`src/logic/mccap_pkg.sv`:
```
// multicast capability register bank: offsets, field positions, reset values
// assumes a dword-wide configuration access port on the core clock
package mccap_pkg;
  localparam logic [11:0] MCCAP_HDR_OFS = 12'h900;
  localparam logic [11:0] MCCAP_CAPCTL_OFS = 12'h904;
  localparam logic [11:0] MCCAP_BASELO_OFS = 12'h908;
  localparam logic [11:0] MCCAP_BASEHI_OFS = 12'h90c;
  localparam logic [15:0] MCCAP_CAP_ID = 16'h0012;
  localparam logic [3:0] MCCAP_CAP_VER = 4'h1;
  localparam logic [11:0] MCCAP_NEXT_PTR = 12'h000;
  localparam logic [5:0] MCCAP_GROUP_LIMIT_RST = 6'h01;
  localparam logic MCCAP_CRC_REGEN_RST = 1'b0;
  localparam int MCCAP_GROUP_LIMIT_LSB = 0;
  localparam int MCCAP_CRC_REGEN_BIT = 15;
  localparam int MCCAP_GROUP_COUNT_BIT = 16;
  localparam int MCCAP_ENABLE_BIT = 31;
  localparam int MCCAP_LSB_POS_LSB = 0;
  localparam int MCCAP_BASE_LSB = 12;
  localparam logic MCCAP_GROUP_COUNT_RST = 1'b0;
  localparam logic MCCAP_ENABLE_RST = 1'b0;
  localparam logic [5:0] MCCAP_LSB_POS_RST = 6'h00;
  localparam logic [51:0] MCCAP_BASE_RST = 52'h0;
endpackage

```
`src/logic/mccap_match.sv`:
```
// multicast window hit and group number extraction
// assumes registered inputs from the register bank
`timescale 1ns/10ps
module mccap_match #(
  parameter int GROUP_WIDTH = 6
) (
  input wire logic enable,
  input wire logic [51:0] windowBase,
  input wire logic [5:0] lsbPosition,
  input wire logic [63:0] address,
  output logic hit,
  output logic [GROUP_WIDTH-1:0] groupNumber
);
  logic [63:0] shifted;
  always_comb begin
    shifted = address >> lsbPosition;
    hit = enable && (address[63:12] >= windowBase);
    groupNumber = shifted[GROUP_WIDTH-1:0];
  end
endmodule // mccap_match

```
`src/logic/mccap_regs.sv`:
```
// multicast capability registers with a dword config port and a window check
// assumes config requests and addresses are synchronous to ref_clk
`timescale 1ns/10ps
module mccap_regs #(
  parameter logic [5:0] GROUP_LIMIT = mccap_pkg::MCCAP_GROUP_LIMIT_RST,
  parameter int GROUP_WIDTH = 6
) (
  input wire logic ref_clk,
  input wire logic srst,
  input wire logic cfgWrite,
  input wire logic cfgRead,
  input wire logic [11:0] cfgAddr,
  input wire logic [3:0] cfgByteEn,
  input wire logic [31:0] cfgWriteData,
  output logic [31:0] cfgReadData,
  output logic cfgReadValid,
  input wire logic [63:0] checkAddr,
  output logic multicastEnable,
  output logic [51:0] groupWindowBase,
  output logic [5:0] groupNumberLsbPosition,
  output logic configuredGroupCount,
  output logic groupHit,
  output logic [GROUP_WIDTH-1:0] groupNumber
);
  logic enable_q, enable_d;
  logic groupCount_q, groupCount_d;
  logic [5:0] lsbPos_q, lsbPos_d;
  logic [51:0] base_q, base_d;
  logic [31:0] rdata_q, rdata_d;
  logic rvalid_q, rvalid_d;
  logic hit_q, hit_d;
  logic [GROUP_WIDTH-1:0] group_q, group_d;
  logic [31:0] capCtl;
  logic matchHit;
  logic [GROUP_WIDTH-1:0] matchGroup;

  mccap_match #(.GROUP_WIDTH(GROUP_WIDTH)) u_match (
    .enable(enable_q),
    .windowBase(base_q),
    .lsbPosition(lsbPos_q),
    .address(checkAddr),
    .hit(matchHit),
    .groupNumber(matchGroup)
  );

  always_comb begin
    capCtl = 32'h0;
    capCtl[mccap_pkg::MCCAP_GROUP_LIMIT_LSB +: 6] = GROUP_LIMIT;
    capCtl[mccap_pkg::MCCAP_CRC_REGEN_BIT] = mccap_pkg::MCCAP_CRC_REGEN_RST;
    capCtl[mccap_pkg::MCCAP_GROUP_COUNT_BIT] = groupCount_q;
    capCtl[mccap_pkg::MCCAP_ENABLE_BIT] = enable_q;
  end

  always_comb begin
    enable_d = enable_q;
    groupCount_d = groupCount_q;
    lsbPos_d = lsbPos_q;
    base_d = base_q;
    if (cfgWrite) begin
      unique case (cfgAddr)
        mccap_pkg::MCCAP_CAPCTL_OFS: begin
          if (cfgByteEn[2]) groupCount_d = cfgWriteData[mccap_pkg::MCCAP_GROUP_COUNT_BIT];
          if (cfgByteEn[3]) enable_d = cfgWriteData[mccap_pkg::MCCAP_ENABLE_BIT];
        end
        mccap_pkg::MCCAP_BASELO_OFS: begin
          if (cfgByteEn[0]) lsbPos_d = cfgWriteData[5:0];
          if (cfgByteEn[1]) base_d[3:0] = cfgWriteData[15:12];
          if (cfgByteEn[2]) base_d[11:4] = cfgWriteData[23:16];
          if (cfgByteEn[3]) base_d[19:12] = cfgWriteData[31:24];
        end
        mccap_pkg::MCCAP_BASEHI_OFS: begin
          for (int i = 0; i < 4; i++) begin
            if (cfgByteEn[i]) base_d[20+8*i +: 8] = cfgWriteData[8*i +: 8];
          end
        end
        default: begin
        end
      endcase
    end
    rvalid_d = cfgRead;
    rdata_d = 32'h0;
    if (cfgRead) begin
      unique case (cfgAddr)
        mccap_pkg::MCCAP_HDR_OFS:
          rdata_d = {mccap_pkg::MCCAP_NEXT_PTR, mccap_pkg::MCCAP_CAP_VER, mccap_pkg::MCCAP_CAP_ID};
        mccap_pkg::MCCAP_CAPCTL_OFS: rdata_d = capCtl;
        mccap_pkg::MCCAP_BASELO_OFS: rdata_d = {base_q[19:0], 6'h00, lsbPos_q};
        mccap_pkg::MCCAP_BASEHI_OFS: rdata_d = base_q[51:20];
        default: rdata_d = 32'h0;
      endcase
    end
    hit_d = matchHit;
    group_d = matchHit ? matchGroup : '0;
  end

  always_ff @(posedge ref_clk) begin
    if (srst) begin
      enable_q <= mccap_pkg::MCCAP_ENABLE_RST;
      groupCount_q <= mccap_pkg::MCCAP_GROUP_COUNT_RST;
      lsbPos_q <= mccap_pkg::MCCAP_LSB_POS_RST;
      base_q <= mccap_pkg::MCCAP_BASE_RST;
      rdata_q <= 32'h0;
      rvalid_q <= 1'b0;
      hit_q <= 1'b0;
      group_q <= '0;
    end else begin
      enable_q <= enable_d;
      groupCount_q <= groupCount_d;
      lsbPos_q <= lsbPos_d;
      base_q <= base_d;
      rdata_q <= rdata_d;
      rvalid_q <= rvalid_d;
      hit_q <= hit_d;
      group_q <= group_d;
    end
  end

  assign cfgReadData = rdata_q;
  assign cfgReadValid = rvalid_q;
  assign multicastEnable = enable_q;
  assign groupWindowBase = base_q;
  assign groupNumberLsbPosition = lsbPos_q;
  assign configuredGroupCount = groupCount_q;
  assign groupHit = hit_q;
  assign groupNumber = group_q;
endmodule // mccap_regs

```
`config.mk`:
```
export PLATFORM = sky130hd
export DESIGN_NAME = mccap_regs
export DESIGN_NICKNAME = d
export VERILOG_FILES = /design/src/logic/mccap_pkg.sv /design/src/logic/mccap_match.sv /design/src/logic/mccap_regs.sv
export SDC_FILE = /design/constraint.sdc
export NUM_CORES = 1
export LEC_CHECK = 0
export ABC_CLOCK_PERIOD_IN_PS = 5300
export BUFFER_PORTS_ARGS = -buffer_cell sky130_fd_sc_hd__buf_2
export CORE_ASPECT_RATIO = 1.4
export CORE_MARGIN = 2
export CORE_UTILIZATION = 55
export CTS_CLUSTER_SIZE = 40
export DETAILED_ROUTE_END_ITERATION = 6
export GPL_ROUTABILITY_DRIVEN = 1
export GPL_TIMING_DRIVEN = 0
export PLACE_DENSITY = 0.84
export SLEW_MARGIN = 40
export SYNTH_ARGS = -nofsm -noshare
export SYNTH_HDL_FRONTEND = slang
export SYNTH_HIERARCHICAL = 1
export SYNTH_SLANG_ARGS = --single-unit
```
`constraint.sdc`:
```
create_clock -name ref_clk -period 5.3 [get_ports ref_clk]
set_input_delay 0.53 -clock ref_clk [delete_from_list [all_inputs] [get_ports ref_clk]]
set_output_delay 0.53 -clock ref_clk [all_outputs]
set_load 0.02 [all_outputs]
```
-- After elaboration in Yosys (flattened, before gate mapping)
Cells that the tools add are included.
- register bits after elaboration: 100
- latch bits: 0
- memory bits (writable): 0
- ROM bits: 0
- bits of input ports: 116
- output and inout bits: 100
- word-level logic and storage cells: 36
- memories: 0
- add/sub/neg operators: 0
- multipliers: 0
- div/mod/pow operators: 0
- order comparisons: 1
- equal/unequal tests: 4
- shifts and indexed selects: 1
- muxes and demuxes: 1
- bitwise gates (word level): 2
- reductions and logical operators: 13
- operators with widths (operator ; number):
    case mux 32 bit (4 select lines) ; 1
    >> shifter 64 x 6 -> 6 bit ; 1
    greater-or-equal comparator 52 bit ; 1
    == test 12 bit (second input constant) ; 4
    AND reduction 3 bit ; 10
    OR reduction 2 bit ; 2
    inverter 1 bit ; 2
    logical AND 1 bit ; 1

-- Logic depth before layout (Yosys ltp)
Gate-level depths: netlist (run 1).
- depth after elaboration: 4
- mapped depth: 10
- mapped depth without buffers: 10

-- Hierarchy
Netlist (run 1), hierarchy kept.
- by module, submodules not included (module ; times used ; cells an instance ; area each (um^2) ; sequential area each (um^2)):
    mccap_regs ; 1 ; 373 ; 4042.6 ; 2001.9
    mccap_match ; 1 ; 407 ; 3616.0 ; 0.0

-- Worst setup path before layout (run 1)
OpenSTA, ideal clock, no wires.
- path type: reg-to-reg
- start point: register base_q[22] (netlist: groupWindowBase[22])
- end point: register group_q[0] (netlist: groupNumber[0])
- arrival: 2.303 ns
- required time: 5.185 ns
- path slack: 2.883 ns
- stages on the path, launching flop included: 11
- buffers on the path: 0
- clock period less this slack: 2.417 ns
- cells stage by stage: dfxtp_1 > inv_1 > ha_1 > a21o_1 > a221o_1 > a221oi_1 > o2111ai_1 > a21oi_1 > o21ai_1 > nor2b_1 > and2_1
- longest elaborated chain between the ends: 4
- RTL lines (element ; line ; source):
    start: declaration ; mccap_regs.sv:28 ; logic [51:0] base_q, base_d;
    start signal: assignment ; mccap_regs.sv:101 ; base_q <= mccap_pkg::MCCAP_BASE_RST;
    start signal: assignment ; mccap_regs.sv:110 ; base_q <= base_d;
    greater-or-equal comparator 52 bit ; mccap_match.sv:17 ; hit = enable && (address[63:12] >= windowBase);
    logical AND 1 bit ; mccap_match.sv:17 ;
    named net hit_d ; mccap_regs.sv:31 ; logic hit_q, hit_d;
    inverter 1 bit (no line) ; -- ;
    OR reduction 2 bit (no line) ; -- ;
    end signal: assignment ; mccap_regs.sv:114 ; group_q <= group_d;
    end: declaration ; mccap_regs.sv:32 ; logic [GROUP_WIDTH-1:0] group_q, group_d;
The timed path passes the listed nets, and every way through them passes these cells.
A chain may end at the register's enable or synchronous reset.

-- Worst setup path in the final report (run 1)
- start point: register base_q[0] (netlist: groupWindowBase[0])
- end point: register group_q[4] (netlist: groupNumber[4])
Same word-level chain as after synthesis.

==> flow_summary.yaml, run 1 <==
yosys:
  syn_area_per_cell_um2: 9.819
  synth_nets: 948
  yosysSeqAreaShare_pct: 26.14
  yosys-top-cells-area: "dfxtp_1 (26%), mux4_2 (15%), mux2i_1 (14%)"
  yosysMostFrequentCell: "mux2i_1"
  ys.flop_type: "dfxtp_1"
  synth_edf_count: 0
  mappedNetlistArea_um2: 7659
  synthesis.instances: 780
  ys_top_cells_by_count: "mux2i_1 (104), dfxtp_1 (100), nand2b_1 (95)"
  async_flop_share_pct: 0
  synth-seq-cells: 100
  yosysUniqueCellTypes: 60
  synth.top_cell.area_share_pct: 26.14
  yosys_warnings: 6
  yosys.area.top_type: "dfxtp_1"
floorplanning:
  core_area_um2: 13780
  boundaryPins: 216
  start_util_pct: 55.56
  die_y_um: 143.6
  rows: 51
  die_w_um: 103.7
  die_area_um2: 14900
global_routing:
  grt_pass1_vias: 7352
  grt_pass1_wl_um: 39180
  grt-ovfl-total: 0
  grt_usage_pct: 33.74
  grt_max_degree: 20
  antenna_found_initial: 0
pwr:
  power_mw: 1.680
  max-vdd-ir-drop_mv: 0.1725
  power.leakage_nw: 4.084
  powerDensity_nw_per_um2: 181.2
worst_setup_path:
  worstPathArrival_ps: 3070
  path_class: "reg -> reg"
  regToRegSetupSlack_ps: 2460
  worstSetupStartpointType: "flop"
  end_kind: "flop"
  critPathRequiredTime_ps: 5540
  crit_fanout: 7
finish:
  multi_input_area_um2: 5154
  final_net_count: 1173
  final_util_pct: 67.27
  syn2layout_area_growth_pct: 21.07
  fillerInstances: 1129
  finalNonFillerCells: 1196
  drive_gt1_share_pct: 32.38
  seq_area_um2: 2002
detailed_routing:
  dr_total_vias: 7360
  routed_wl_um: 25910
  first_iter_violations: 573
  wl_per_cell_um: 21.66
  drc: 0
  first_pass_iters: 6
  ant_nets: 0
  post_drt_via_cell_ratio: 6.154
clock_network:
  cts.reportedPaths.clkPinSlew_ps: 70
  cts_tree: "yes"
  insertion_delay_ps: 350
  cts_hold_buf: 0
  post_cts.repair.setup_buffers: 0
  numCtsBuffers: 9
  cts.sinks: 100
  htree_levels: 3
  cts_resized: 0
  cts_root_buffer: "clkbuf_16"
  clockBufferDepth: 2
sta:
  finalMaxSlewViolations: 0
  max_freq_ghz: 0.3523
  finalCritPeriodShare_pct: 53.55
  fin_crit_ps: 2838
  tns_ps: 0
  fin_skew_ps: 10.98
  relSlewSlack_pct: 39.76
  fin_ws_ps: 2462
  rsz0062_at_grt: "false"
  hold_violations: 0
  setup_viol_count_final: 0
  worst_pin_slew_ps: 880.8
place:
  gp_congestion: 1.004
  dp_hpwl_um: 20710
  dp_cells: 1179
  port_buffers: 214
  dp_slack_ps: 2198
outcome:
  status: "complete, no violations"
worst_hold_path:
  min_path_type: "in -> reg"
flow_run:
  drv_cap: 0
==> cells by family (layout without fill, tap and decap cells) <==
| family | count (synthesis) | in the layout | share of synthesized area [%] |
|---|---|---|---|
| flip-flops | 100 | 100 | 26.14 |
| other | 0 | 1 | 0 |
| adder cells (fa/ha/maj) | 52 | 52 | 8.495 |
| multiplexers | 173 | 173 | 31.24 |
| AND/OR/NAND/NOR | 245 | 245 | 18.72 |
| buffers and inverters | 107 | 337 | 6.568 |
| AO/OA/AOI/OAI | 103 | 103 | 8.838 |
==> cell usage in the layout, fill, tap and decap left out, types with 3 or more instances in the layout <==
master     Yosys  final
buf_2         14    228
mux2i_1      104    104
dfxtp_1      100    100
nand2b_1      95     95
inv_1         55     55
nor2_1        52     52
ha_1          52     52
mux4_2        50     50
nand2_1       32     32
a21oi_1       32     32
clkbuf_1      21     21
a21o_1        13     13
mux2_1        12     12
o21ai_0       11     11
buf_4          9      9
and2_1         9      9
nand4_1        9      9
clkbuf_16      0      9
o211ai_1       9      9
and4_1         8      8
and3_1         8      8
o21ai_1        8      8
nor3_1         5      5
nand3_1        4      4
nor2b_1        4      4
mux2_2         4      4
a211oi_1       4      4
buf_6          3      3
and4bb_2       3      3
a211o_1        3      3
mux2_4         3      3
o221ai_1       3      3
==> power breakdown <==
group          internal [mW]  total (mW)  leakage (nW)  switching (mW)
clock                  0.347       0.678         0.151           0.331
sequential             0.751       0.751         0.805        0.000146
combinational          0.118       0.251          3.13           0.133
==> registers in the layout (all words and copies together), names as in the netlist <==
signal and count:
multicastEnable 1, cfgReadValid 1, cfgReadData 32, groupNumber 6
groupWindowBase 52, groupNumberLsbPosition 6, groupHit 1, configuredGroupCount 1
==> cell type report <==
class | count | share of cell area, %
antenna | 1 | 0.02699
tap | 185 | 2.496
sequential | 100 | 21.59
multi-input combinational | 573 | 55.58
timing repair buffer | 214 | 11.55
buffer | 50 | 3.117
inverter | 57 | 2.307
clock inverter | 6 | 0.7556
clock buffer | 10 | 2.577
==> worst max-delay path, stage by stage, from the launching register on <==
cell       delay [ps]
dfxtp_1           420
ha_1              250
nand2b_1          140
a2111oi_0         800
or4_1             220
o2111ai_1         110
a21oi_1           230
o21ai_1            90
nor2b_1           230
and2_1            250
==> worst paths after layout <==
| path | start | endpoint | depth (start not counted) |
|---|---|---|---|
| hold / removal | cfgRead | cfgReadValid$_SDFF_PP0_ | 2 |
| setup reg to reg | groupWindowBase[0]$_SDFFE_PP0P_ | groupNumber[4]$_SDFF_PP0_ | 9 |
| setup / recovery | groupWindowBase[0]$_SDFFE_PP0P_ | groupNumber[4]$_SDFF_PP0_ | 9 |
| hold reg to reg | configuredGroupCount$_SDFFE_PP0P_ | configuredGroupCount$_SDFFE_PP0P_ | 2 |
==> through the flow <==
stage / hold slack [ps] / instance area, um^2
after global routing: 449.0 / 9270
after detailed placement: 486.5 / 8961
after global placement: 480.4 / 8961
after CTS: 408.9 / 9270
final: 411.3 / 9273
after floorplan: 550.8 / 7659
==> per-layer routing <==
metal | track usage [%] | wire length (um) | up-vias | share of wire (%)
met2 | 60.96 | 13180 | 436 | 51
li1 | - | - | 3292 | -
met5 | 0 | 0 | - | 0
met1 | 37.33 | 9365 | 3529 | 36
met4 | 19.49 | 1465 | 0 | 5.7
met3 | 6.213 | 1896 | 103 | 7.3
Power figures use the tool's default switching activity.
==> run 2: changes to the inputs <==
ABC_CLOCK_PERIOD_IN_PS = 2600   (was 5300)
CORE_UTILIZATION = 48   (was 55)
PLACE_DENSITY = 0.77   (was 0.84)
clock period = 2.6 ns   (was 5.3 ns; I/O delays follow)
==> run 2 against run 1 <==
- maximum frequency is 12% higher
- final cell count is 0.92% higher
- die area is 14% higher
- core utilization is 7.5 points lower
==> flow_summary.yaml, run 2 (same netlist as run 1, synthesis figures left out) <==
outcome:
  status: "complete, no violations"
global_routing:
  grt_max_degree: 19
  grt_usage_pct: 30.52
  grt-ovfl-total: 0
  grt_pass1_wl_um: 40790
  grt_pass1_vias: 7373
  antenna_found_initial: 2
pwr:
  p_clk_share_pct: 39.6
  powerDensity_nw_per_um2: 363.5
  power_mw: 3.393
  power.leakage_nw: 4.080
  sequentialPowerShare_pct: 45.1
  p_int_mw: 2.439
  max-vdd-ir-drop_mv: 0.2813
  p_sw_share_pct: 28.11
  p_switching_mw: 0.9538
  pwr-share-comb_pct: 15.3
finish:
  syn2layout_area_growth_pct: 21.89
  seq_area_um2: 2011
  final_common_cell: "buf_2"
  final_cell_mix: "buf_2 (224), mux2i_1 (103), nand2b_1 (95), dfxtp_1 (95), inv_1 (55)"
  fillerInstances: 1389
  largest_reg_flops: 52
  final_area_um2: 9335
  multi_input_area_um2: 5201
  drive_gt1_share_pct: 33.70
  final_net_count: 1173
  finalNonFillerCells: 1207
sta:
  relSlewSlack_pct: 55.34
  worst_pin_slew_ps: 670.0
  fin_ws_ps: 65.34
  finalMaxSlewViolations: 0
  max_freq_ghz: 0.3945
  fin_skew_ps: 14.41
  setup_viol_count_final: 0
  holdWs_ps: 145.1
  finalCritPeriodShare_pct: 97.49
  hold_violations: 0
  fin_crit_ps: 2535
clock_network:
  post_cts.repair.setup_buffers: 0
  htree_levels: 3
  cts_root_buffer: "clkbuf_16"
  cts_tree: "yes"
  numCtsBuffers: 9
  cts.reportedPaths.clkPinSlew_ps: 80
  insertion_delay_ps: 360
  cts.sinks: 100
  cts_hold_buf: 0
  clockBufferDepth: 2
place:
  dp_cells: 1190
  port_buffers: 214
  gp_congestion: 0.9954
  dp_hpwl_um: 21430
  dp_slack_ps: -147.4
  placed_cell_area_um2: 8975
detailed_routing:
  post_drt_via_cell_ratio: 6.034
  first_iter_violations: 411
  first_pass_iters: 5
  wl_per_cell_um: 22.22
  dr_total_vias: 7283
  routed_wl_um: 26820
  ant_nets: 0
  drc: 0
worst_setup_path:
  crit_start: "groupWindowBase[21]$_SDFFE_PP0P_"
  r2r_end: "groupNumber[2]$_SDFF_PP0_"
  critPathRequiredTime_ps: 2860
  end_kind: "flop"
  reg2reg_depth: 10
  crit_fanout: 7
  regToRegSetupSlack_ps: 70
  path_class: "reg -> reg"
  r2r_start: "groupWindowBase[21]$_SDFFE_PP0P_"
  worstPathArrival_ps: 2790
  worstSetupStartpointType: "flop"
floorplanning:
  start_util_pct: 49.07
  die_area_um2: 17000
  die_y_um: 153.5
  boundaryPins: 216
  core_area_um2: 15610
  die_w_um: 110.8
  rows: 54
worst_hold_path:
  whs_path_depth: 2
  min_path_type: "in -> reg"
  hp-start: "cfgRead"
  whs_endpoint: "cfgReadValid$_SDFF_PP0_"
flow_run:
  drv_cap: 0
-- run 2: cell count changes in the layout (fill, tap and decap cells not counted), moves of 2 or more --
cell      change
dfxtp_1       -5
buf_2         -4
dfxtp_2       +4
clkbuf_1      -3
clkbuf_2      +3
clkbuf_4      +3
clkinv_8      -2
-- run 2: worst max path at each step --
stage,to,slack (ps),depth (start not counted)
floorplan,groupNumber[0]$_SDFF_PP0_,180,10
global route,groupNumber[5]$_SDFF_PP0_,-20,10
detailed placement,groupNumber[2]$_SDFF_PP0_,-150,10
CTS,groupNumber[3]$_SDFF_PP0_,20,10
global placement,groupNumber[2]$_SDFF_PP0_,-110,10
finish,groupNumber[2]$_SDFF_PP0_,70,10
-- run 2: repair_timing --
item,in CTS,in global routing
cloned,0,0
setup endpoints to repair,7,6
pin swaps,2,9
resized for setup,6,20
hold endpoints to repair,0,0
-- run 2: area by class of cell --
type                    instances  area share [%]
well taps                     196           2.627
clock inverters                 6          0.6031
inverters                      57           2.292
flip-flops and latches        100           21.54
repair buffers                214           11.47
plain buffers                  50           3.284
clock buffers                   9           2.413
diodes                          2         0.05361
multi-input cells             573           55.72
-- run 2: routing by layer --
metal | vias up | part of all wire, % | GRT usage [%] | wire length [um]
li1 | 3287 | - | - | -
met1 | 3477 | 36 | 34.03 | 9524
met2 | 408 | 51 | 54.78 | 13620
met3 | 111 | 7.6 | 5.234 | 2025
met4 | 0 | 6.1 | 16.96 | 1649
met5 | - | 0 | 0 | 0
-- run 2: worst max-delay path, stage by stage, from the launching register on --
cell,delay [ps]
dfxtp_2,380
inv_1,70
ha_1,280
and3_4,170
a221o_1,330
a221oi_2,350
o2111ai_1,160
a21oi_1,230
o21ai_1,110
nor2b_4,160
and2_1,190
-- run 2: power groups by stage --
stage               logic [mW]  clock network [mW]  registers [mW]
finish                   0.521                1.34            1.53
global route             0.557                1.41            1.53
CTS                      0.503                1.35            1.53
detailed placement       0.497                   0            1.57
global placement         0.490                   0            1.57
floorplan                0.267                   0            1.57
-- run 2: stage by stage --
step,setup TNS [ps],util [%]
global route,-61.70,59.81
finish,0,59.81
global placement,-619.2,57.50
floorplan,0,-
CTS,0,59.40
detailed placement,-841.3,57.50
